## config.mk

```make
export PLATFORM = sky130hd
export DESIGN_NAME = wwd_watchdog
export DESIGN_NICKNAME = d
export VERILOG_FILES = /design/src/include/wwd_pkg.sv /design/src/rtl/wwd_watchdog.sv /design/src/rtl/wwd_window_counter.sv
export SDC_FILE = /design/constraint.sdc
export NUM_CORES = 1
export LEC_CHECK = 0
export BUFFER_PORTS_ARGS = -buffer_cell sky130_fd_sc_hd__buf_2
export CAP_MARGIN = 20
export CORE_MARGIN = 2
export CORE_UTILIZATION = 30
export DETAILED_ROUTE_END_ITERATION = 16
export GPL_TIMING_DRIVEN = 0
export PLACE_DENSITY = 0.54
export SLEW_MARGIN = 10
export SYNTH_ARGS = -nofsm -noshare
export SYNTH_HDL_FRONTEND = slang
export SYNTH_SLANG_ARGS = --single-unit
export TNS_END_PERCENT = 20
```

## constraint.sdc

```tcl
create_clock -name clk -period 9.3 [get_ports clk]
set_input_delay 0 -clock clk [delete_from_list [all_inputs] [get_ports clk]]
set_output_delay 0 -clock clk [all_outputs]
set_load 0.01 [all_outputs]
```

## src/include/wwd_pkg.sv

```systemverilog
// ****************************************************************
// Windowed watchdog constants
// ****************************************************************
package wwd_pkg;

   // Clock and oscillator rates
   localparam int CLK_FREQ_HZ  = 25000000;
   localparam int LOWPWR_OSC_HZ  = 31000;
   // Core clocks per low-power oscillator period (806)
   localparam int LOWPWR_OSC_DIV = CLK_FREQ_HZ / LOWPWR_OSC_HZ;

   // Prescaler widths: 5 bits (div 32) or 7 bits (div 128)
   localparam int PRE_SHORT_BITS = 5;
   localparam int PRE_LONG_BITS  = 7;
   localparam int POST_SEL_W     = 4;
   // Full count: 7 prescaler bits plus 15 postscaler bits
   localparam int CNT_W          = 22;

   // Register byte offsets
   localparam logic [3:0] REG_CFG  = 4'h0;
   localparam logic [3:0] REG_RSTCTL = 4'h4;
   localparam logic [3:0] REG_STAT = 4'h8;

   // Configuration word one fields
   localparam int CFG_POST_LSB   = 0;
   localparam int CFG_PRESEL_BIT = 4;
   localparam int CFG_WINOFF_BIT = 6;
   localparam int CFG_HWEN_BIT   = 7;
   // Unprogrammed value: 1:32768, div 128, no window, forced on
   localparam logic [7:0] CFG_RESET = 8'hDF;

   // Reset control register fields
   localparam int RSTCTL_IDLE_BIT  = 2;
   localparam int RSTCTL_SLEEP_BIT = 3;
   localparam int RSTCTL_TO_BIT    = 4;
   localparam int RSTCTL_SWEN_BIT  = 5;

   // Status register fields
   localparam int STAT_EN_BIT    = 0;
   localparam int STAT_WIN_BIT   = 1;
   localparam int STAT_RUN_BIT   = 2;

   // Power state of the core, one-hot
   typedef enum logic [2:0]
   {
      PWR_RUN   = 3'b001,
      PWR_SLEEP = 3'b010,
      PWR_IDLE  = 3'b100
   } wwd_pwr_t;

endpackage

```

## src/rtl/wwd_watchdog.sv

```systemverilog
`timescale 1ns/1ps
// What this block does
// - Low-power oscillator clocks it, enabled with it
// - Config bit picks divide-by-32 or divide-by-128
// - Prescaler alone gives 1 ms or 4 ms
// - Four-bit field picks postscale 1:1 to 1:32768
// - Reset, power-save entry/exit, clear zero counts
// - Completed clock switch also zeroes counts
// - Counts in sleep/idle; time-out wakes core
// - Time-out flag sticks until software clears
// - Window mode: early clear acts as time-out
// - Window mode when window-disable bit is zero
// - Hardware enable bit forces watchdog on
// - Otherwise software enable bit switches it
// - Any device reset clears software enable
module wwd_watchdog
   import wwd_pkg::*;
#(
   parameter int OSC_DIV = LOWPWR_OSC_DIV
)
(
   input  wire logic        clk,
   input  wire logic        rst,
   input  wire logic [3:0]  avs_address,
   input  wire logic        avs_read,
   input  wire logic        avs_write,
   input  wire logic [3:0]  avs_byteenable,
   input  wire logic [31:0] avs_writedata,
   output logic      [31:0] avs_readdata,
   output logic             avs_waitrequest,
   input  wire logic        clearWdtInstr,
   input  wire logic        powerSaveInstr,
   input  wire logic        sleepSelect,
   input  wire logic        powerSaveExit,
   input  wire logic        clockSwitchDone,
   output logic             lowPowerRcOscEn,
   output logic             wdtResetReq,
   output logic             wdtWakeReq
);

   // ****************************************************************
   // Elaboration checks
   // ****************************************************************
   generate
      if (OSC_DIV < 2)
      begin : gBadDiv
         $error("OSC_DIV must be at least 2");
      end
   endgenerate

   // ****************************************************************
   // Declarations
   // ****************************************************************
   logic [7:0]  configWordOne_q;
   logic [7:0]  configWordOne_d;
   logic        softEnable_q;
   logic        softEnable_d;
   logic        timeoutFlag_q;
   logic        timeoutFlag_d;
   logic        sleepFlag_q;
   logic        sleepFlag_d;
   logic        idleFlag_q;
   logic        idleFlag_d;
   wwd_pwr_t    pwr_q;
   wwd_pwr_t    pwr_d;
   logic [15:0] oscCnt_q;
   logic [15:0] oscCnt_d;
   logic        tick_q;
   logic        tick_d;
   logic        oscEn_q;
   logic        resetReq_q;
   logic        wake_q;
   logic        wait_q;
   logic        wait_d;
   logic [31:0] rdata_q;
   logic [31:0] rdata_d;

   logic        hwEnable;
   logic        windowDisable;
   logic        enabled;
   logic        inRun;
   logic        clrInRun;
   logic        earlyClear;
   logic        timeoutHit;
   logic        windowOpen;
   logic        fault;
   logic        wake;
   logic        enterSave;
   logic        exitSave;
   logic        counterClear;
   logic        busTake;
   logic        wrCfg;
   logic        wrRstCtl;
   logic [7:0]  rstCtlView;
   logic [7:0]  statView;
   logic        hitCfg;
   logic        hitRstCtl;
   logic        hitStat;

   // ****************************************************************
   // Enable and mode decode
   // ****************************************************************
   assign hwEnable      = configWordOne_q[CFG_HWEN_BIT];
   assign windowDisable = configWordOne_q[CFG_WINOFF_BIT];
   assign enabled       = hwEnable | softEnable_q;
   assign inRun         = (pwr_q == PWR_RUN);

   // ****************************************************************
   // Event decode
   // ****************************************************************
   // Clear instructions only count in normal execution
   assign clrInRun   = clearWdtInstr & inRun & enabled;
   // Early clear in window mode is treated as a fault
   assign earlyClear = clrInRun & ~windowDisable & ~windowOpen;
   assign fault      = (timeoutHit & inRun) | earlyClear;
   assign wake       = timeoutHit & ~inRun;
   assign enterSave  = powerSaveInstr & inRun;
   assign exitSave   = (powerSaveExit & ~inRun) | wake;
   // A disabled watchdog holds its count at zero
   assign counterClear = enterSave | exitSave | fault
                       | (clrInRun & ~earlyClear)
                       | clockSwitchDone
                       | ~enabled;

   // ****************************************************************
   // Oscillator tick, one clk pulse per oscillator period
   // ****************************************************************
   // Stopped oscillator restarts its phase from zero
   assign oscCnt_d = (~enabled || oscCnt_q == 16'(OSC_DIV - 1))
                     ? 16'h0000 : oscCnt_q + 16'h0001;
   assign tick_d   = enabled && (oscCnt_q == 16'(OSC_DIV - 1));

   always_ff @(posedge clk or posedge rst)
   begin
      if (rst)
      begin
         oscCnt_q <= 16'h0000;
         tick_q   <= 1'b0;
         oscEn_q  <= 1'b0;
      end
      else
      begin
         oscCnt_q <= oscCnt_d;
         tick_q   <= tick_d;
         oscEn_q  <= enabled;
      end
   end

   // ****************************************************************
   // Time-out counter
   // ****************************************************************
   wwd_window_counter #(
      .CW         (CNT_W)
   ) uCounter (
      .clk        (clk),
      .rst        (rst),
      .tick       (tick_q),
      .clear      (counterClear),
      .preLong    (configWordOne_q[CFG_PRESEL_BIT]),
      .postSel    (configWordOne_q[CFG_POST_LSB +: POST_SEL_W]),
      .timeoutHit (timeoutHit),
      .windowOpen (windowOpen)
   );

   // ****************************************************************
   // Power state of the core
   // ****************************************************************
   always_comb
   begin
      pwr_d = pwr_q;
      case (pwr_q)
         PWR_RUN:
            if (enterSave)
               pwr_d = sleepSelect ? PWR_SLEEP : PWR_IDLE;
         PWR_SLEEP,
         PWR_IDLE:
            if (exitSave)
               pwr_d = PWR_RUN;
         default:
            pwr_d = PWR_RUN;
      endcase
   end

   // ****************************************************************
   // Avalon slave: one wait cycle, then a one-cycle answer
   // ****************************************************************
   assign busTake = (avs_read | avs_write) & ~wait_q;
   assign wait_d  = ~((avs_read | avs_write) & wait_q);
   assign hitCfg  = (avs_address == REG_CFG);
   assign hitRstCtl = (avs_address == REG_RSTCTL);
   assign hitStat = (avs_address == REG_STAT);
   assign wrCfg   = busTake & avs_write & hitCfg  & avs_byteenable[0];
   assign wrRstCtl = busTake & avs_write & hitRstCtl & avs_byteenable[0];

   assign rstCtlView = {2'b00, softEnable_q, timeoutFlag_q,
                        sleepFlag_q, idleFlag_q, 2'b00};
   assign statView = {5'b00000, inRun, windowOpen, enabled};
   // Unmapped offsets read as zero
   assign rdata_d  = hitCfg    ? {24'h000000, configWordOne_q} :
                     hitRstCtl ? {24'h000000, rstCtlView} :
                     hitStat ? {24'h000000, statView} : 32'h00000000;

   // ****************************************************************
   // Register updates
   // ****************************************************************
   assign configWordOne_d = wrCfg ? avs_writedata[7:0] : configWordOne_q;
   // Watchdog reset is a device reset, so it drops software enable
   assign softEnable_d  = fault  ? 1'b0 :
                          wrRstCtl ? avs_writedata[RSTCTL_SWEN_BIT]
                                   : softEnable_q;
   // Hardware set wins over a same-cycle software clear
   assign timeoutFlag_d = timeoutHit | earlyClear |
                          (timeoutFlag_q &
                           ~(wrRstCtl & ~avs_writedata[RSTCTL_TO_BIT]));
   // Flags stay set after wake; software clears them
   assign sleepFlag_d   = (enterSave & sleepSelect) |
                          (sleepFlag_q &
                           ~(wrRstCtl & ~avs_writedata[RSTCTL_SLEEP_BIT]));
   assign idleFlag_d    = (enterSave & ~sleepSelect) |
                          (idleFlag_q &
                           ~(wrRstCtl & ~avs_writedata[RSTCTL_IDLE_BIT]));

   always_ff @(posedge clk or posedge rst)
   begin
      if (rst)
      begin
         configWordOne_q <= CFG_RESET;
         softEnable_q    <= 1'b0;
         timeoutFlag_q   <= 1'b0;
         sleepFlag_q     <= 1'b0;
         idleFlag_q      <= 1'b0;
         pwr_q           <= PWR_RUN;
      end
      else
      begin
         configWordOne_q <= configWordOne_d;
         softEnable_q    <= softEnable_d;
         timeoutFlag_q   <= timeoutFlag_d;
         sleepFlag_q     <= sleepFlag_d;
         idleFlag_q      <= idleFlag_d;
         pwr_q           <= pwr_d;
      end
   end

   // Bus answer and event outputs
   always_ff @(posedge clk or posedge rst)
   begin
      if (rst)
      begin
         wait_q     <= 1'b1;
         rdata_q    <= 32'h00000000;
         resetReq_q <= 1'b0;
         wake_q     <= 1'b0;
      end
      else
      begin
         wait_q     <= wait_d;
         rdata_q    <= rdata_d;
         resetReq_q <= fault;
         wake_q     <= wake;
      end
   end

   assign avs_waitrequest = wait_q;
   assign avs_readdata    = rdata_q;
   assign lowPowerRcOscEn = oscEn_q;
   assign wdtResetReq     = resetReq_q;
   assign wdtWakeReq      = wake_q;

endmodule // wwd_watchdog

```

## src/rtl/wwd_window_counter.sv

```systemverilog
`timescale 1ns/1ps
// ****************************************************************
// Combined prescaler and postscaler count
// ****************************************************************
module wwd_window_counter
   import wwd_pkg::*;
#(
   parameter int CW = CNT_W
)
(
   input  wire logic                  clk,
   input  wire logic                  rst,
   input  wire logic                  tick,
   input  wire logic                  clear,
   input  wire logic                  preLong,
   input  wire logic [POST_SEL_W-1:0] postSel,
   output logic                       timeoutHit,
   output logic                       windowOpen
);

   logic [CW-1:0] count_q;
   logic [CW-1:0] count_d;
   logic [4:0]    shiftAmt;
   logic [CW-1:0] lastCount;
   logic [CW-1:0] windowStart;

   // Period is 2^shift ticks; one counter serves both scalers
   assign shiftAmt    = 5'(postSel) + (preLong ? 5'(PRE_LONG_BITS)
                                               : 5'(PRE_SHORT_BITS));
   assign lastCount   = ~({CW{1'b1}} << shiftAmt);
   // Three quarters of the period: top two bits of the span
   assign windowStart = lastCount ^ (lastCount >> 2);
   assign timeoutHit  = tick && (count_q == lastCount);
   assign windowOpen  = (count_q >= windowStart);

   // Clear beats the tick so a restart never skips a count
   assign count_d = clear      ? '0 :
                    timeoutHit ? '0 :
                    tick       ? count_q + 1'b1 : count_q;

   // Count register
   always_ff @(posedge clk or posedge rst)
   begin
      if (rst)
         count_q <= '0;
      else
         count_q <= count_d;
   end

endmodule // wwd_window_counter

```

## Word level (Yosys, flattened, before mapping)

Cells that the tools add are included.

| word-level totals | value |
|---|---|
| logic and storage cells | 103 |
| register bits after elaboration | 66 |
| output and inout bits | 36 |
| input bits | 49 |

| cells by class | value |
|---|---|
| mux-type cells | 14 |
| shifts and indexed selects | 1 |
| order comparisons | 1 |
| add/subtract/negate cells | 3 |
| bitwise operators | 53 |
| reductions and logical operators | 8 |
| equal/unequal tests | 9 |

Operators by type and width:

| cell | count |
|---|---|
| 2-to-1 mux 22 bit | 3 |
| bitwise AND 1 bit | 24 |
| adder 22 x 1 -> 22 bit (second input constant) | 1 |
| equality test 22 bit | 1 |
| greater-or-equal comparator 22 bit | 1 |
| inverter 22 bit | 1 |
| left shift 22 x 5 -> 22 bit (first input constant) | 1 |
| XOR 22 x 20 -> 22 bit | 1 |
| adder 16 x 1 -> 16 bit (second input constant) | 1 |
| equality test 16 x 10 -> 1 bit (second input constant) | 1 |
| 2-to-1 mux 16 bit | 1 |
| inverter 1 bit | 14 |
| OR 1 bit | 13 |
| 2-to-1 mux 3 bit | 4 |
| 2-to-1 mux 8 bit | 1 |
| 2-to-1 mux 6 bit | 1 |
| one-hot mux 3 bit (2 select lines) | 1 |
| adder 4 x 5 -> 5 bit | 1 |
| equality test 4 x 3 -> 1 bit (second input constant) | 1 |
| equality test 4 bit (second input constant) | 1 |
| zero test 4 bit | 1 |
| equality test 3 x 1 -> 1 bit (second input constant) | 1 |
| equality test 3 x 2 -> 1 bit (second input constant) | 1 |
| equality test 3 bit (second input constant) | 1 |
| other kinds (10) | 12 |

## Longest topological paths before layout

Gate-level depths: netlist of the first run.

| depth | value |
|---|---|
| depth in word-level cells | 14 |
| mapped depth | 16 |
| mapped depth without buffers | 15 |

## By module

From an unflattened synthesis of the first run, not the netlist that was laid out.

| second synthesis, totals | value |
|---|---|
| cell total of the unflattened synthesis | 575 |
| area, all modules | 4,996.0 sq um |

Modules (own cells, without submodules):

| module | times used | cells an instance | sequential area each (sq um) | area each (sq um) |
|---|---|---|---|---|
| wwd_window_counter | 1 | 371 | 550.5 | 2,839.0 |
| wwd_watchdog | 1 | 204 | 1,112.3 | 2,157.1 |

## Least setup slack after synthesis of the first run

OpenSTA, ideal clock, no wires.

| path | value |
|---|---|
| kind | register to register |
| from | reg configWordOne_q[0] |
| to | reg uCounter.count_q[3] |
| stages on the path, launching flop included | 16 |
| slack | 5.820 ns |
| data arrival time | 3.361 ns |
| path through | dfstp_2 fa_1 buf_2 clkbuf_1 clkbuf_1 a21oi_1 or2_2 ha_1 nand3_1 a21oi_1 o221ai_1 nor4_1 nand4b_1 o21ai_2 buf_6 nor2_1 |

| between the ends | value |
|---|---|
| word-level cells in the longest chain between the ends | 13 |
| elaborated cells between the ends (all ways) | 23 |

RTL lines:

| element | line | source |
|---|---|---|
| start: declaration | wwd_watchdog.sv:54 | `logic [7:0] configWordOne_q;` |
| start signal: assignment | wwd_watchdog.sv:236 | `configWordOne_q <= configWordOne_d;` |
| adder 4 x 5 -> 5 bit * | wwd_window_counter.sv:28 | `assign shiftAmt = 5'(postSel) + (preLong ? 5'(PRE_LONG_BITS)` |
| left shift 22 x 5 -> 22 bit * | wwd_window_counter.sv:30 | `assign lastCount = ~({CW{1'b1}} << shiftAmt);` |
| inverter 22 bit * | wwd_window_counter.sv:30 |  |
| XOR 22 x 20 -> 22 bit / equality test 22 bit (equally long branches) | wwd_window_counter.sv:32, wwd_window_counter.sv:33 |  |
| greater-or-equal comparator 22 bit / logical AND 1 bit (equally long branches) | wwd_window_counter.sv:34, wwd_window_counter.sv:33 |  |
| inverter 1 bit / bitwise AND 1 bit (equally long branches) | wwd_watchdog.sv:114, wwd_watchdog.sv:116 |  |
| bitwise AND 1 bit / OR 1 bit (equally long branches) | wwd_watchdog.sv:114, wwd_watchdog.sv:118 |  |
| OR 1 bit, or another cell as far along | wwd_watchdog.sv:115 | `assign fault = (timeoutHit & inRun) \| earlyClear;` |
| OR 1 bit / bitwise AND 1 bit (equally long branches) | wwd_watchdog.sv:120, wwd_watchdog.sv:121 |  |
| OR 1 bit | wwd_watchdog.sv:121 | `\| (clrInRun & ~earlyClear)` |
| OR 1 bit | wwd_watchdog.sv:122 | `\| clockSwitchDone` |
| OR 1 bit | wwd_watchdog.sv:123 | `\| ~enabled;` |
| nonzero test 3 bit (no source line) / 2-to-1 mux 22 bit (equally long branches) | - |  |
| end signal: assignment | wwd_window_counter.sv:47 | `count_q <= count_d;` |
| end: declaration | wwd_window_counter.sv:21 | `logic [CW-1:0] count_q;` |

Mark *: on every way between the ends. The rest lies on a longest branch, timed or not.
A chain may end at the register's enable or synchronous reset.

## Worst setup path after layout of the first run

| path | value |
|---|---|
| from | reg configWordOne_q[0] |
| to | reg pwr_q[2] |

| between the ends | value |
|---|---|
| word-level cells in the longest chain between the ends | 9 |

RTL lines:

| element | line | source |
|---|---|---|
| adder 4 x 5 -> 5 bit | wwd_window_counter.sv:28 |  |
| left shift 22 x 5 -> 22 bit | wwd_window_counter.sv:30 |  |
| inverter 22 bit | wwd_window_counter.sv:30 |  |
| equality test 22 bit | wwd_window_counter.sv:33 | `assign timeoutHit = tick && (count_q == lastCount);` |
| logical AND 1 bit | wwd_window_counter.sv:33 |  |
| bitwise AND 1 bit | wwd_watchdog.sv:116 | `assign wake = timeoutHit & ~inRun;` |
| OR 1 bit | wwd_watchdog.sv:118 | `assign exitSave = (powerSaveExit & ~inRun) \| wake;` |
| != test 2 bit (no source line) | - |  |
| AND reduction 2 bit (no source line) | - |  |
| end signal: assignment | wwd_watchdog.sv:241 | `pwr_q <= pwr_d;` |
| end: declaration | wwd_watchdog.sv:64 | `wwd_pwr_t pwr_q;` |

No other way between the ends.

==> tab_implementation.tex, run 1 <==
\begin{tabular}{lr}
\hline
Metric & Value \\
\hline
\multicolumn{2}{l}{\textbf{Power}} \\
\quad Leakage power summed over all cells & 2.52 nW \\
\quad Combinational power share & 0.414 \\
\quad Total internal power & 0.000654 W \\
\quad Worst supply voltage drop on vdd & 0.0000859 V \\
\quad Power per unit of standard cell area & 182 mW/mm\^{}2 \\
\quad Proportion of power drawn by flip-flops and latches & 0.301 \\
\quad Net switching share of the total power & 0.395 \\
\quad Clock share of power & 0.285 \\
\quad Net Switching & 0.000427 W \\
\multicolumn{2}{l}{\textbf{Synthesis}} \\
\quad Number of enable flip-flop cells after synthesis & 0 \\
\quad Cell area after synthesis & 0.00492 sq mm \\
\quad Leading cell types by total area after synthesis & sky130\_fd\_sc\_hd\_\_dfrtp\_1, sky130\_fd\_sc\_hd\_\_ha\_1, sky130\_fd\_sc\_hd\_\_nor2\_1, sky130\_fd\_sc\_hd\_\_dfstp\_2, sky130\_fd\_sc\_hd\_\_xor2\_1 \\
\quad Most area-hungry cell type in the Yosys netlist & sky130\_fd\_sc\_hd\_\_dfrtp\_1 \\
\quad Mean area per synthesized cell & 8.69 sq um \\
\quad Share of synthesized registers carrying an async set or reset & 1.00 \\
\quad Main synth FF type & sky130\_fd\_sc\_hd\_\_dfrtp\_1 \\
\quad Register bit total from synthesis & 66 \\
\quad Cells after synthesis & 566 \\
\quad Part of the Yosys area used for sequential elements & 0.338 \\
\quad Area share of the largest cell type after synthesis & 0.290 \\
\quad Distinct cell type count of the synthesized netlist & 77 \\
\quad Warning count from the yosys run & 0 \\
\multicolumn{2}{l}{\textbf{Layout}} \\
\quad Post-synthesis to final-layout area growth & 20.7\% \\
\quad Fraction of the core area covered by cells at the end of the flow & 0.372 \\
\quad Fraction of layout cells with a size suffix above 1 & 0.172 \\
\quad Fin nets & 731 \\
\quad Antenna diode instance count & 0 \\
\quad Post-layout instance count excluding filler cells & 874 \\
\quad Number of fillers in the final layout & 1646 \\
\multicolumn{2}{l}{\textbf{Clocking}} \\
\quad Clock insertion delay at the later pin of the skew report & 340 ps \\
\quad Clock root buffer & sky130\_fd\_sc\_hd\_\_clkbuf\_16 \\
\quad Number of H-tree branching levels & 3 \\
\quad Clock buffer count from CTS & 9 \\
\quad CTS Sinks & 66 \\
\quad Maximum count of clock buffers along a single path & 2 \\
\quad Post-CTS setup buffers & 0 \\
\quad CTS tree & built \\
\quad Post-CTS clock slew at the launch and capture registers of the worst setup and hold paths & 60 ps \\
\multicolumn{2}{l}{\textbf{STA}} \\
\quad Skew final & 5.48 ps \\
\quad Worst-margin pin slew & 610 ps \\
\quad RSZ-0062 raised after global routing & false \\
\quad Total count of hold-check failures in the final report & 0 \\
\quad Worst-case headroom to the max-slew limit & 0.592 \\
\quad Worst slack on hold paths & 42.1 ps \\
\quad Final setup TNS & 0 ps \\
\quad Fraction of the cycle the final worst path needs & 0.538 \\
\quad Clock period minus worst slack & 5010 ps \\
\quad Max Transition Viols Final & 0 \\
\quad Final Setup Violations & 0 \\
\quad FMAX & 200 MHz \\
\multicolumn{2}{l}{\textbf{Detailed routing}} \\
\quad Number of routed nets with antenna violations & 0 \\
\quad DR vias & 4439 \\
\quad Number of violations reported at the end of detailed-routing iteration 0 & 405 \\
\quad Wire per inst & 15.9 um \\
\quad Routed WL & 13900 um \\
\quad Post-detailed-route DRC marker count & 0 \\
\quad Pre-antenna DRT Iters & 4 \\
\quad DR vias/cell & 5.08 \\
\multicolumn{2}{l}{\textbf{Floorplan}} \\
\quad Height of the die & 132 um \\
\quad Std-Cell Rows & 46 \\
\quad Floorplan Core Area & 0.0159 sq mm \\
\quad DIE AREA & 0.0174 sq mm \\
\quad Initial core utilization & 0.309 \\
\quad Number of placed I/O pins & 85 \\
\quad Die width & 132 um \\
\multicolumn{2}{l}{\textbf{Place}} \\
\quad Placed wire-length estimate & 10600 um \\
\quad RD Place Congestion & 0.957 \\
\quad I/O Buffers & 32 \\
\quad Number of placed instances, taps included & 838 \\
\multicolumn{2}{l}{\textbf{Worst setup path}} \\
\quad Critical path, cell by cell & fa\_1, buf\_2, clkbuf\_1, clkbuf\_1, a21oi\_1, or2\_2, ha\_1, nand3\_1, a21oi\_1, o221ai\_1, nand4bb\_1, nor4\_1, o2111ai\_1, o2bb2ai\_1, dlygate4sd3\_1 \\
\quad Longest individual stage delay on the worst path & 550 ps \\
\quad Crit path DAT & 5220 ps \\
\quad Worst EP required & 9520 ps \\
\quad Slowest-stage cell, CP & sky130\_fd\_sc\_hd\_\_fa\_1 \\
\quad Worst Setup Path Type & flip-flop to flip-flop \\
\quad Type of destination of the critical path & flip-flop \\
\quad CP Launch Type & flip-flop \\
\quad Largest fanout on the critical path & 10 \\
\multicolumn{2}{l}{\textbf{Status}} \\
\quad Outcome & completed \\
\multicolumn{2}{l}{\textbf{Global routing}} \\
\quad Global-route usage over all layers & 0.163 \\
\quad Via count of the first global-routing pass & 4382 \\
\quad Remaining Overflow, GRT & 0 \\
\quad Initial antenna violation count & 0 \\
\quad First-pass GRT wire length & 22700 um \\
\quad Pin count of the biggest net entering global routing & 60 \\
\multicolumn{2}{l}{\textbf{Run}} \\
\quad Number of max-capacitance violations reported & 0 \\
\multicolumn{2}{l}{\textbf{Worst hold path}} \\
\quad Hold Path Class & primary input to flip-flop \\
\hline
\end{tabular}
[cell usage after synthesis (14+ instances only)]
library cell	count
sky130_fd_sc_hd__buf_4	26
sky130_fd_sc_hd__xnor2_1	18
sky130_fd_sc_hd__nand2_1	44
sky130_fd_sc_hd__xor2_1	25
sky130_fd_sc_hd__nor2_1	75
sky130_fd_sc_hd__dfrtp_1	57
sky130_fd_sc_hd__o21ai_0	28
sky130_fd_sc_hd__a21oi_1	18
sky130_fd_sc_hd__nor3_1	14
sky130_fd_sc_hd__ha_1	28
sky130_fd_sc_hd__nand3_1	27
sky130_fd_sc_hd__clkbuf_1	14
[placed cells by master, fill, tap and decap left out, drive strengths merged, types with 4 or more instances in the layout]
| cell type | instances |
|---|---|
| nor2 | 75 |
| buf | 70 |
| nor3b | 4 |
| dlygate4sd3 | 20 |
| nand4 | 10 |
| clkbuf | 24 |
| nand3 | 27 |
| dfrtp | 57 |
| a21o | 5 |
| a211oi | 5 |
| nand2b | 11 |
| xnor2 | 18 |
| a21oi | 19 |
| and3 | 12 |
| ha | 28 |
| nor3 | 14 |
| and2 | 6 |
| conb | 24 |
| o21ai | 30 |
| clkinv | 4 |
| dfstp | 9 |
| xor2 | 25 |
| and4 | 4 |
| o221ai | 4 |
| nand2 | 44 |
| or3 | 7 |
| or2 | 4 |
| inv | 13 |
| mux2 | 6 |
| mux2i | 7 |
| nor2b | 7 |
| nor4 | 8 |
[final cells by class]
cell class / count / area (sq um) / share of cell area
repair buffers: 53 / 388 / 0.0653
plain buffers: 51 / 313 / 0.0527
multi-input cells: 459 / 2980 / 0.502
clock inverters: 6 / 42.5 / 0.00716
flip-flops and latches: 66 / 1660 / 0.280
inverters: 13 / 51.3 / 0.00864
well taps: 216 / 270 / 0.0455
clock buffers: 10 / 229 / 0.0386
[state kept, by name, summed over array words and instances, names as in the netlist]
| signal | cells |
|---|---|
| uCounter.count_q | 22 |
| oscCnt_q | 16 |
| avs_readdata | 8 |
| configWordOne_q | 8 |
| pwr_q | 3 |
| avs_waitrequest | 1 |
| idleFlag_q | 1 |
| lowPowerRcOscEn | 1 |
| sleepFlag_q | 1 |
| softEnable_q | 1 |
| tick_q | 1 |
| timeoutFlag_q | 1 |
| wdtResetReq | 1 |
| wdtWakeReq | 1 |
[timing repair]
action,in CTS,in global routing
hold buffers,20,0
resized for setup,0,0
setup endpoints to repair,0,0
endpoints found under the hold margin,76,0
[metal layers]
layer,vias up,routed length [um],global-route usage
met1,2128,6200,0.211
li1,2149,-,-
met5,-,0,0
met4,0,366,0.0604
met2,135,6560,0.264
met3,27,798,0.0358
[worst max-delay path: cells and delay by family, from the launching register on]
family	cells	cell delay, ps
AO/OA/AOI/OAI	5	1000
adder cells (fa/ha/maj)	2	850
buffers and inverters	4	1640
flip-flops	1	430
AND/OR/NAND/NOR	4	940
[per-stage QoR]
stage / power [W] / setup slack, ps / cell area (sq um)
2_1_floorplan: 0.000638 / 5820 / 5010
3_3_place_gp: 0.000754 / 4960 / 5440
3_5_place_dp: 0.000759 / 4980 / 5470
4_1_cts: 0.00108 / 4410 / 5940
5_1_grt: 0.00115 / 4080 / 5940
6_report: 0.00108 / 4290 / 5940
[path summary, 6_finish.rpt]
check	start	end	slack, ps	cells past startpoint
worst max-delay path	configWordOne_q[0]$_DFFE_PP1P_	pwr_q[2]$_DFFE_PP0P_	4290	15
worst min-delay path	avs_address[3]	avs_readdata[2]$_DFF_PP0_	40	3
worst max register to register	configWordOne_q[0]$_DFFE_PP1P_	pwr_q[2]$_DFFE_PP0P_	4290	15
worst min register to register	oscCnt_q[0]$_DFF_PP0_	oscCnt_q[0]$_DFF_PP0_	490	1
max in group asynchronous	rst	configWordOne_q[2]$_DFFE_PP1P_	8660	4
min in group asynchronous	rst	oscCnt_q[9]$_DFF_PP0_	100	3
[cell families (layout without fill, tap and decap cells)]
group           after synthesis  after routing  share of synthesized area
simple gates                245            245                      0.250
xor+xnor                     43             43                     0.0766
flops                        66             66                      0.338
mux                          13             13                     0.0280
other cells                   1             24                   0.000762
compound gates              105            105                      0.158
fa+ha+maj                    29             29                     0.0753
buf+inv                      64            133                     0.0735
[power groups by stage]
stage | clock network [W] | registers (W) | logic (W)
floorplan | 0 | 0.000328 | 0.000310
CTS | 0.000317 | 0.000325 | 0.000439
finish | 0.000308 | 0.000325 | 0.000448
global placement | 0 | 0.000329 | 0.000425
global route | 0.000331 | 0.000328 | 0.000488
detailed placement | 0 | 0.000330 | 0.000429
(Power assumes the default switching activity.)
==> run 2: changes to the inputs <==
==> constraint.sdc (replaced) <==
create_clock -name clk -period 4.7 [get_ports clk]
set_input_delay 0 -clock clk [delete_from_list [all_inputs] [get_ports clk]]
set_output_delay 0 -clock clk [all_outputs]
set_load 0.01 [all_outputs]
==> run 2 against run 1 <==
  * Clock skew barely moved
  * Global-route usage about the same
  * Clock power grew 97%
  * Maximum frequency rose by 12%
  * Non-clock buffer count fell by 2
  * Die area did not move
  * Sequential power rose by 98%
  * Largest power group unchanged
==> tab_implementation.tex, run 2 (synthesis results as in run 1) <==
\begin{tabular}{lr}
\hline
Metric & Value \\
\hline
\multicolumn{2}{l}{\textbf{Worst hold path}} \\
\quad Worst Hold Launch & avs\_address[3] (unchanged) \\
\quad Hold Path Class & primary input to flip-flop (unchanged) \\
\multicolumn{2}{l}{\textbf{Floorplan}} \\
\quad Initial core utilization & 0.309 (unchanged) \\
\quad Height of the die & 132 um (unchanged) \\
\quad Std-Cell Rows & 46 (unchanged) \\
\quad Number of placed I/O pins & 85 (unchanged) \\
\quad Die width & 132 um (unchanged) \\
\quad Floorplan Core Area & 0.0159 sq mm (unchanged) \\
\quad DIE AREA & 0.0174 sq mm (unchanged) \\
\multicolumn{2}{l}{\textbf{Worst setup path}} \\
\quad Worst Setup Path Type & flip-flop to flip-flop (unchanged) \\
\quad CP Launch Type & flip-flop (unchanged) \\
\quad Worst setup path startpoint & configWordOne\_q[0]\$\_DFFE\_PP1P\_ (unchanged) \\
\quad Type of destination of the critical path & flip-flop (unchanged) \\
\quad Longest individual stage delay on the worst path & 540 ps (was 550 ps) \\
\quad Slowest-stage cell, CP & sky130\_fd\_sc\_hd\_\_fa\_1 (unchanged) \\
\quad Largest fanout on the critical path & 10 (unchanged) \\
\quad Crit path DAT & 4680 ps (was 5220 ps) \\
\quad Worst EP required & 4910 ps (was 9520 ps) \\
\quad Category of cells accounting for the largest share of critical-path delay & buffers and inverters (unchanged) \\
\quad Buf+Inv Stages, Crit Path & 3 (was 4) \\
\quad Critical R2R Launch & configWordOne\_q[0]\$\_DFFE\_PP1P\_ (unchanged) \\
\quad Critical path, cell by cell & fa\_1, buf\_2, clkbuf\_1, clkbuf\_1, a21oi\_1, or2\_2, ha\_1, nand3\_1, a21oi\_1, o221ai\_1, nand4bb\_1, nor4\_1, o2111ai\_1, o2bb2ai\_1 (was fa\_1, buf\_2, clkbuf\_1, clkbuf\_1, a21oi\_1, or2\_2, ha\_1, nand3\_1, a21oi\_1, o221ai\_1, nand4bb\_1, nor4\_1, o2111ai\_1, o2bb2ai\_1, dlygate4sd3\_1) \\
\multicolumn{2}{l}{\textbf{Power}} \\
\quad Worst supply voltage drop on vdd & 0.000167 V (was 0.0000859 V) \\
\quad Clock share of power & 0.285 (about the same) \\
\quad Total internal power & 0.00129 W (was 0.000654 W) \\
\quad Net Switching & 0.000841 W (was 0.000427 W) \\
\quad Combinational power share & 0.414 (about the same) \\
\quad Leakage power summed over all cells & 2.51 nW (was 2.52 nW) \\
\quad Proportion of power drawn by flip-flops and latches & 0.301 (about the same) \\
\quad Power per unit of standard cell area & 360 mW/mm\^{}2 (was 182 mW/mm\^{}2) \\
\quad Net switching share of the total power & 0.394 (was 0.395) \\
\multicolumn{2}{l}{\textbf{Layout}} \\
\quad Fraction of layout cells with a size suffix above 1 & 0.172 (about the same) \\
\quad Number of fillers in the final layout & 1648 (was 1646) \\
\quad Top register by number of flip-flops & uCounter.count\_q (unchanged) \\
\quad Fin nets & 729 (was 731) \\
\quad Number of flip-flops under the largest register name & 22 (unchanged) \\
\quad Post-synthesis to final-layout area growth & 20.3\% (was 20.7\%) \\
\quad Most frequent cells in the layout & sky130\_fd\_sc\_hd\_\_nor2\_1, sky130\_fd\_sc\_hd\_\_dfrtp\_1, sky130\_fd\_sc\_hd\_\_nand2\_1 (unchanged) \\
\quad Largest registers in the final layout & uCounter.count\_q: 22 flops, oscCnt\_q: 16 flops (unchanged) \\
\quad Antenna diode instance count & 0 (unchanged) \\
\quad Leading cell type in the layout, fill and taps excluded & sky130\_fd\_sc\_hd\_\_nor2\_1 (unchanged) \\
\multicolumn{2}{l}{\textbf{Detailed routing}} \\
\quad Routed WL & 13800 um (was 13900 um) \\
\quad Post-detailed-route DRC marker count & 0 (unchanged) \\
\quad Pre-antenna DRT Iters & 6 (was 4) \\
\quad Number of routed nets with antenna violations & 0 (unchanged) \\
\quad DR vias/cell & 5.08 (about the same) \\
\quad Wire per inst & 15.9 um (about the same) \\
\quad DR vias & 4432 (was 4439) \\
\quad Number of violations reported at the end of detailed-routing iteration 0 & 436 (was 405) \\
\multicolumn{2}{l}{\textbf{STA}} \\
\quad Final Setup Violations & 0 (unchanged) \\
\quad Final Worst Setup Slack & 235 ps (was 4290 ps) \\
\quad RSZ-0062 raised after global routing & false (unchanged) \\
\quad Clock period minus worst slack & 4460 ps (was 5010 ps) \\
\quad Total count of hold-check failures in the final report & 0 (unchanged) \\
\quad FMAX & 224 MHz (was 200 MHz) \\
\quad Final setup TNS & 0 ps (unchanged) \\
\quad Fraction of the cycle the final worst path needs & 0.950 (was 0.538) \\
\quad Worst-margin pin slew & 608 ps (was 610 ps) \\
\quad Skew final & 5.73 ps (was 5.48 ps) \\
\quad Worst-case headroom to the max-slew limit & 0.595 (was 0.592) \\
\quad Max Transition Viols Final & 0 (unchanged) \\
\multicolumn{2}{l}{\textbf{Clocking}} \\
\quad CTS tree & built (unchanged) \\
\quad Gates resized, CTS repair & 0 (unchanged) \\
\quad Post-CTS clock slew at the launch and capture registers of the worst setup and hold paths & 60 ps (about the same) \\
\quad Clock root buffer & sky130\_fd\_sc\_hd\_\_clkbuf\_16 (unchanged) \\
\quad CTS Sinks & 66 (unchanged) \\
\quad Number of H-tree branching levels & 3 (unchanged) \\
\quad Clock buffer count from CTS & 9 (unchanged) \\
\quad Post-CTS setup buffers & 0 (unchanged) \\
\quad Maximum count of clock buffers along a single path & 2 (unchanged) \\
\quad Clock insertion delay at the later pin of the skew report & 340 ps (about the same) \\
\multicolumn{2}{l}{\textbf{Place}} \\
\quad Worst slack at placement & 375 ps (was 4980 ps) \\
\quad I/O Buffers & 32 (unchanged) \\
\quad Placed wire-length estimate & 10600 um (unchanged) \\
\quad RD Place Congestion & 0.957 (unchanged) \\
\multicolumn{2}{l}{\textbf{Global routing}} \\
\quad Via count of the first global-routing pass & 4373 (was 4382) \\
\quad First-pass GRT wire length & 22700 um (about the same) \\
\quad Initial antenna violation count & 0 (unchanged) \\
\quad Pin count of the biggest net entering global routing & 60 (unchanged) \\
\quad Global-route usage over all layers & 0.162 (was 0.163) \\
\quad Remaining Overflow, GRT & 0 (unchanged) \\
\multicolumn{2}{l}{\textbf{Status}} \\
\quad Outcome & completed (unchanged) \\
\multicolumn{2}{l}{\textbf{Run}} \\
\quad Number of max-capacitance violations reported & 0 (unchanged) \\
\hline
\end{tabular}
run 2: through the flow:
stage | hold slack, ps | util | instances | instance area [sq um] | power (W)
4_1_cts | 27.8 | 0.371 | 872 | 5920 | 0.00214
3_3_place_gp | 147 | 0.341 | 837 | 5440 | 0.00149
6_report | 39.9 | 0.371 | 872 | 5920 | 0.00213
3_5_place_dp | -97.7 | 0.343 | 838 | 5470 | 0.00150
2_1_floorplan | 63.0 | - | 589 | 5010 | 0.00126
5_1_grt | 52.2 | 0.371 | 872 | 5920 | 0.00227
run 2: power groups by stage:
stage	logic (W)	registers [W]	clock network, W
after floorplan	0.000614	0.000649	0
after global placement	0.000842	0.000650	0
after detailed placement	0.000849	0.000652	0
after CTS	0.000866	0.000642	0.000627
after global routing	0.000962	0.000648	0.000655
final	0.000882	0.000643	0.000608
run 2: final cells by class:
type | instances | area (sq um) | share of cell area
buffer | 51 | 313 | 0.0529
clock buffer | 10 | 229 | 0.0387
clock inverter | 6 | 42.5 | 0.00719
inverter | 13 | 51.3 | 0.00867
multi-input combinational | 459 | 2980 | 0.504
sequential | 66 | 1660 | 0.281
tap | 216 | 270 | 0.0457
timing repair buffer | 51 | 368 | 0.0622
run 2: path summary, 6_finish.rpt:
| path | slack, ps | to | cells past startpoint |
|---|---|---|---|
| worst max-delay path | 240 | pwr_q[2]$_DFFE_PP0P_ | 14 |
| worst min-delay path | 40 | avs_readdata[1]$_DFF_PP0_ | 3 |
| worst max register to register | 240 | pwr_q[2]$_DFFE_PP0P_ | 14 |
| worst min register to register | 490 | oscCnt_q[0]$_DFF_PP0_ | 1 |
| max in group asynchronous | 4050 | configWordOne_q[2]$_DFFE_PP1P_ | 4 |
| min in group asynchronous | 100 | oscCnt_q[9]$_DFF_PP0_ | 3 |
run 2: metal layers:
layer,vias to the layer above,routed length (um),share of wire,GRT usage
met5,-,0,0,0
met3,27,690,0.050,0.0358
li1,2146,-,-,-
met1,2121,6270,0.45,0.211
met2,138,6530,0.47,0.264
met4,0,356,0.026,0.0604
run 2: what timing repair did:
| action | in CTS | in global routing |
|---|---|---|
| endpoints found under the setup margin | 0 | 0 |
| hold buffers | 18 | 0 |
| hold endpoints to repair | 76 | 0 |
run 2: worst min-delay path, delay by kind of cell:
kind,cells,cell delay [ps]
and+or+nand+nor,1,40
muxes,1,170
buffers and inverters,1,130
==> run 3: changes to the inputs <==
--- a/config.mk
+++ b/config.mk
@@ -7,7 +7,7 @@
 export LEC_CHECK = 0
 export BUFFER_PORTS_ARGS = -buffer_cell sky130_fd_sc_hd__buf_2
 export CAP_MARGIN = 20
-export CORE_MARGIN = 2
+export CORE_MARGIN = 4
 export CORE_UTILIZATION = 30
 export DETAILED_ROUTE_END_ITERATION = 16
 export GPL_TIMING_DRIVEN = 0
==> run 3 against run 2 <==
  * Cell count did not move
  * Sequential power hardly changed
  * Power is 0.25% lower
  * Clock-buffer cell count grew 1
  * Register-to-register slack better by 60 ps
  * Critical path depth stayed put
  * Critical path type unchanged
  * Critical endpoint is now softEnable_q$_DFFE_PP0P_
==> tab_implementation.tex, run 3 (synthesis results as in run 1) <==
\begin{tabular}{lr}
\hline
Metric & Value \\
\hline
\multicolumn{2}{l}{\textbf{Detailed routing}} \\
\quad DR vias/cell & 5.07 (was 5.08) \\
\quad Number of routed nets with antenna violations & 0 (unchanged) \\
\quad Pre-antenna DRT Iters & 5 (was 6) \\
\quad Routed WL & 14100 um (was 13800 um) \\
\quad DR vias & 4425 (was 4432) \\
\quad Number of violations reported at the end of detailed-routing iteration 0 & 281 (was 436) \\
\quad Wire per inst & 16.2 um (was 15.9 um) \\
\quad Post-detailed-route DRC marker count & 0 (unchanged) \\
\multicolumn{2}{l}{\textbf{Clocking}} \\
\quad Post-CTS setup buffers & 0 (unchanged) \\
\quad Clock insertion delay at the later pin of the skew report & 330 ps (was 340 ps) \\
\quad Number of H-tree branching levels & 3 (unchanged) \\
\quad Clock buffer count from CTS & 9 (unchanged) \\
\quad Post-CTS clock slew at the launch and capture registers of the worst setup and hold paths & 60 ps (about the same) \\
\quad Post-CTS Hold Fix Bufs & 18 (unchanged) \\
\quad Gates resized, CTS repair & 0 (unchanged) \\
\quad Clock root buffer & sky130\_fd\_sc\_hd\_\_clkbuf\_16 (unchanged) \\
\quad CTS tree & built (unchanged) \\
\quad CTS Sinks & 66 (unchanged) \\
\quad Maximum count of clock buffers along a single path & 2 (unchanged) \\
\multicolumn{2}{l}{\textbf{Floorplan}} \\
\quad Height of the die & 136 um (was 132 um) \\
\quad Initial core utilization & 0.307 (was 0.309) \\
\quad DIE AREA & 0.0185 sq mm (was 0.0174 sq mm) \\
\quad Number of placed I/O pins & 85 (unchanged) \\
\quad Floorplan Core Area & 0.0160 sq mm (was 0.0159 sq mm) \\
\quad Die width & 136 um (was 132 um) \\
\quad Std-Cell Rows & 46 (unchanged) \\
\multicolumn{2}{l}{\textbf{Place}} \\
\quad I/O Buffers & 32 (unchanged) \\
\quad Placed wire-length estimate & 10800 um (was 10600 um) \\
\quad RD Place Congestion & 0.936 (was 0.957) \\
\multicolumn{2}{l}{\textbf{Worst setup path}} \\
\quad Worst EP required & 4880 ps (was 4910 ps) \\
\quad Type of destination of the critical path & flip-flop (unchanged) \\
\quad Worst Setup Path Type & flip-flop to flip-flop (unchanged) \\
\quad Longest individual stage delay on the worst path & 670 ps (was 540 ps) \\
\quad Largest fanout on the critical path & 10 (unchanged) \\
\quad Critical path, cell by cell & fa\_1, buf\_2, buf\_2, clkbuf\_1, o21ai\_0, a32o\_1, a21oi\_1, ha\_1, and4\_1, o221ai\_1, nand4\_1, o221ai\_1, and3\_1, a211oi\_1 (was fa\_1, buf\_2, clkbuf\_1, clkbuf\_1, a21oi\_1, or2\_2, ha\_1, nand3\_1, a21oi\_1, o221ai\_1, nand4bb\_1, nor4\_1, o2111ai\_1, o2bb2ai\_1) \\
\quad CP Launch Type & flip-flop (unchanged) \\
\quad Slowest-stage cell, CP & sky130\_fd\_sc\_hd\_\_dfstp\_2 (was sky130\_fd\_sc\_hd\_\_fa\_1) \\
\quad Crit path DAT & 4580 ps (was 4680 ps) \\
\multicolumn{2}{l}{\textbf{Global routing}} \\
\quad First-pass GRT wire length & 22500 um (was 22700 um) \\
\quad Pin count of the biggest net entering global routing & 59 (was 60) \\
\quad Remaining Overflow, GRT & 0 (unchanged) \\
\quad Global-route usage over all layers & 0.155 (was 0.162) \\
\quad Via count of the first global-routing pass & 4142 (was 4373) \\
\quad Initial antenna violation count & 1 (was 0) \\
\multicolumn{2}{l}{\textbf{STA}} \\
\quad Final Setup Violations & 0 (unchanged) \\
\quad Max Transition Viols Final & 0 (unchanged) \\
\quad Clock period minus worst slack & 4400 ps (was 4460 ps) \\
\quad RSZ-0062 raised after global routing & false (unchanged) \\
\quad Fraction of the cycle the final worst path needs & 0.937 (was 0.950) \\
\quad Total count of hold-check failures in the final report & 0 (unchanged) \\
\quad Skew final & 7.09 ps (was 5.73 ps) \\
\quad Worst-case headroom to the max-slew limit & 0.584 (was 0.595) \\
\quad Worst-margin pin slew & 623 ps (was 608 ps) \\
\quad FMAX & 227 MHz (was 224 MHz) \\
\quad Final setup TNS & 0 ps (unchanged) \\
\multicolumn{2}{l}{\textbf{Run}} \\
\quad Number of max-capacitance violations reported & 0 (unchanged) \\
\multicolumn{2}{l}{\textbf{Power}} \\
\quad Leakage power summed over all cells & 2.51 nW (about the same) \\
\quad Worst supply voltage drop on vdd & 0.000173 V (was 0.000167 V) \\
\quad Power per unit of standard cell area & 360 mW/mm\^{}2 (about the same) \\
\multicolumn{2}{l}{\textbf{Layout}} \\
\quad Fin nets & 729 (unchanged) \\
\quad Most frequent cells in the layout & sky130\_fd\_sc\_hd\_\_nor2\_1, sky130\_fd\_sc\_hd\_\_dfrtp\_1, sky130\_fd\_sc\_hd\_\_nand2\_1 (unchanged) \\
\quad Antenna diode instance count & 0 (unchanged) \\
\quad Largest registers in the final layout & uCounter.count\_q: 22 flops, oscCnt\_q: 16 flops (unchanged) \\
\quad Fraction of the core area covered by cells at the end of the flow & 0.369 (was 0.371) \\
\quad Fraction of layout cells with a size suffix above 1 & 0.171 (was 0.172) \\
\quad Number of flip-flops under the largest register name & 22 (unchanged) \\
\quad Number of fillers in the final layout & 1695 (was 1648) \\
\quad Top register by number of flip-flops & uCounter.count\_q (unchanged) \\
\quad Leading cell type in the layout, fill and taps excluded & sky130\_fd\_sc\_hd\_\_nor2\_1 (unchanged) \\
\quad Post-synthesis to final-layout area growth & 20.1\% (was 20.3\%) \\
\multicolumn{2}{l}{\textbf{Worst hold path}} \\
\quad Hold Path Class & primary input to flip-flop (unchanged) \\
\multicolumn{2}{l}{\textbf{Status}} \\
\quad Outcome & completed (unchanged) \\
\hline
\end{tabular}
-- run 3: cell types whose count changed in the layout (fill, tap and decap cells not counted) --
| cell | delta |
|---|---|
| sky130_fd_sc_hd__clkbuf_1 | +1 |
| sky130_fd_sc_hd__clkinv_2 | +1 |
| sky130_fd_sc_hd__clkinvlp_4 | -1 |
| sky130_fd_sc_hd__inv_6 | -1 |
-- run 3: path summary, 6_finish.rpt --
check	cells past startpoint	endpoint	slack, ps	startpoint
max in group asynchronous	4	configWordOne_q[3]$_DFFE_PP1P_	4020	rst
worst max register to register	14	softEnable_q$_DFFE_PP0P_	300	configWordOne_q[0]$_DFFE_PP1P_
worst max-delay path	14	softEnable_q$_DFFE_PP0P_	300	configWordOne_q[0]$_DFFE_PP1P_
worst min-delay path	4	uCounter.count_q[13]$_DFFE_PP0P_	50	clockSwitchDone
min in group asynchronous	3	oscCnt_q[8]$_DFF_PP0_	110	rst
worst min register to register	1	oscCnt_q[0]$_DFF_PP0_	480	oscCnt_q[0]$_DFF_PP0_
-- run 3: area by class of cell --
cell class | count | area, sq um | area share
Sequential cell | 66 | 1660 | 0.281
Timing Repair Buffer | 51 | 368 | 0.0622
Clock inverter | 5 | 31.3 | 0.00529
Clock buffer | 11 | 233 | 0.0394
Buffer | 51 | 313 | 0.0529
Tap cell | 216 | 270 | 0.0457
Inverter | 13 | 51.3 | 0.00868
Multi-Input combinational cell | 459 | 2980 | 0.504
-- run 3: report_power, final --
group          switching (W)  internal, W
Combinational       0.000557     0.000323
Clock               0.000250     0.000355
Sequential         0.0000305     0.000612
-- run 3: metrics by stage --
stage | std cells | power (W) | setup WS, ps | area [sq um] | hold WS [ps]
after floorplan | 589 | 0.00126 | 1220 | 5010 | 63.0
after global placement | 837 | 0.00149 | 312 | 5440 | 148
after detailed placement | 838 | 0.00150 | 320 | 5470 | -88.0
after CTS | 872 | 0.00213 | 317 | 5910 | 49.0
after global routing | 872 | 0.00227 | 10.6 | 5910 | 65.3
final | 872 | 0.00213 | 296 | 5910 | 52.2
-- run 3: routing by layer --
| layer | GRT usage | part of all wire |
|---|---|---|
| met1 | 0.216 | 0.47 |
| met2 | 0.240 | 0.46 |
| met3 | 0.0263 | 0.051 |
| met4 | 0.0594 | 0.026 |
| met5 | 0 | 0 |
-- run 3: critical path, delay by kind of cell, from the launching register on --
family	cells	cell delay, ps
compound gates	6	1520
simple gates	3	560
fa+ha+maj	2	580
flops	1	670
buf+inv	3	920
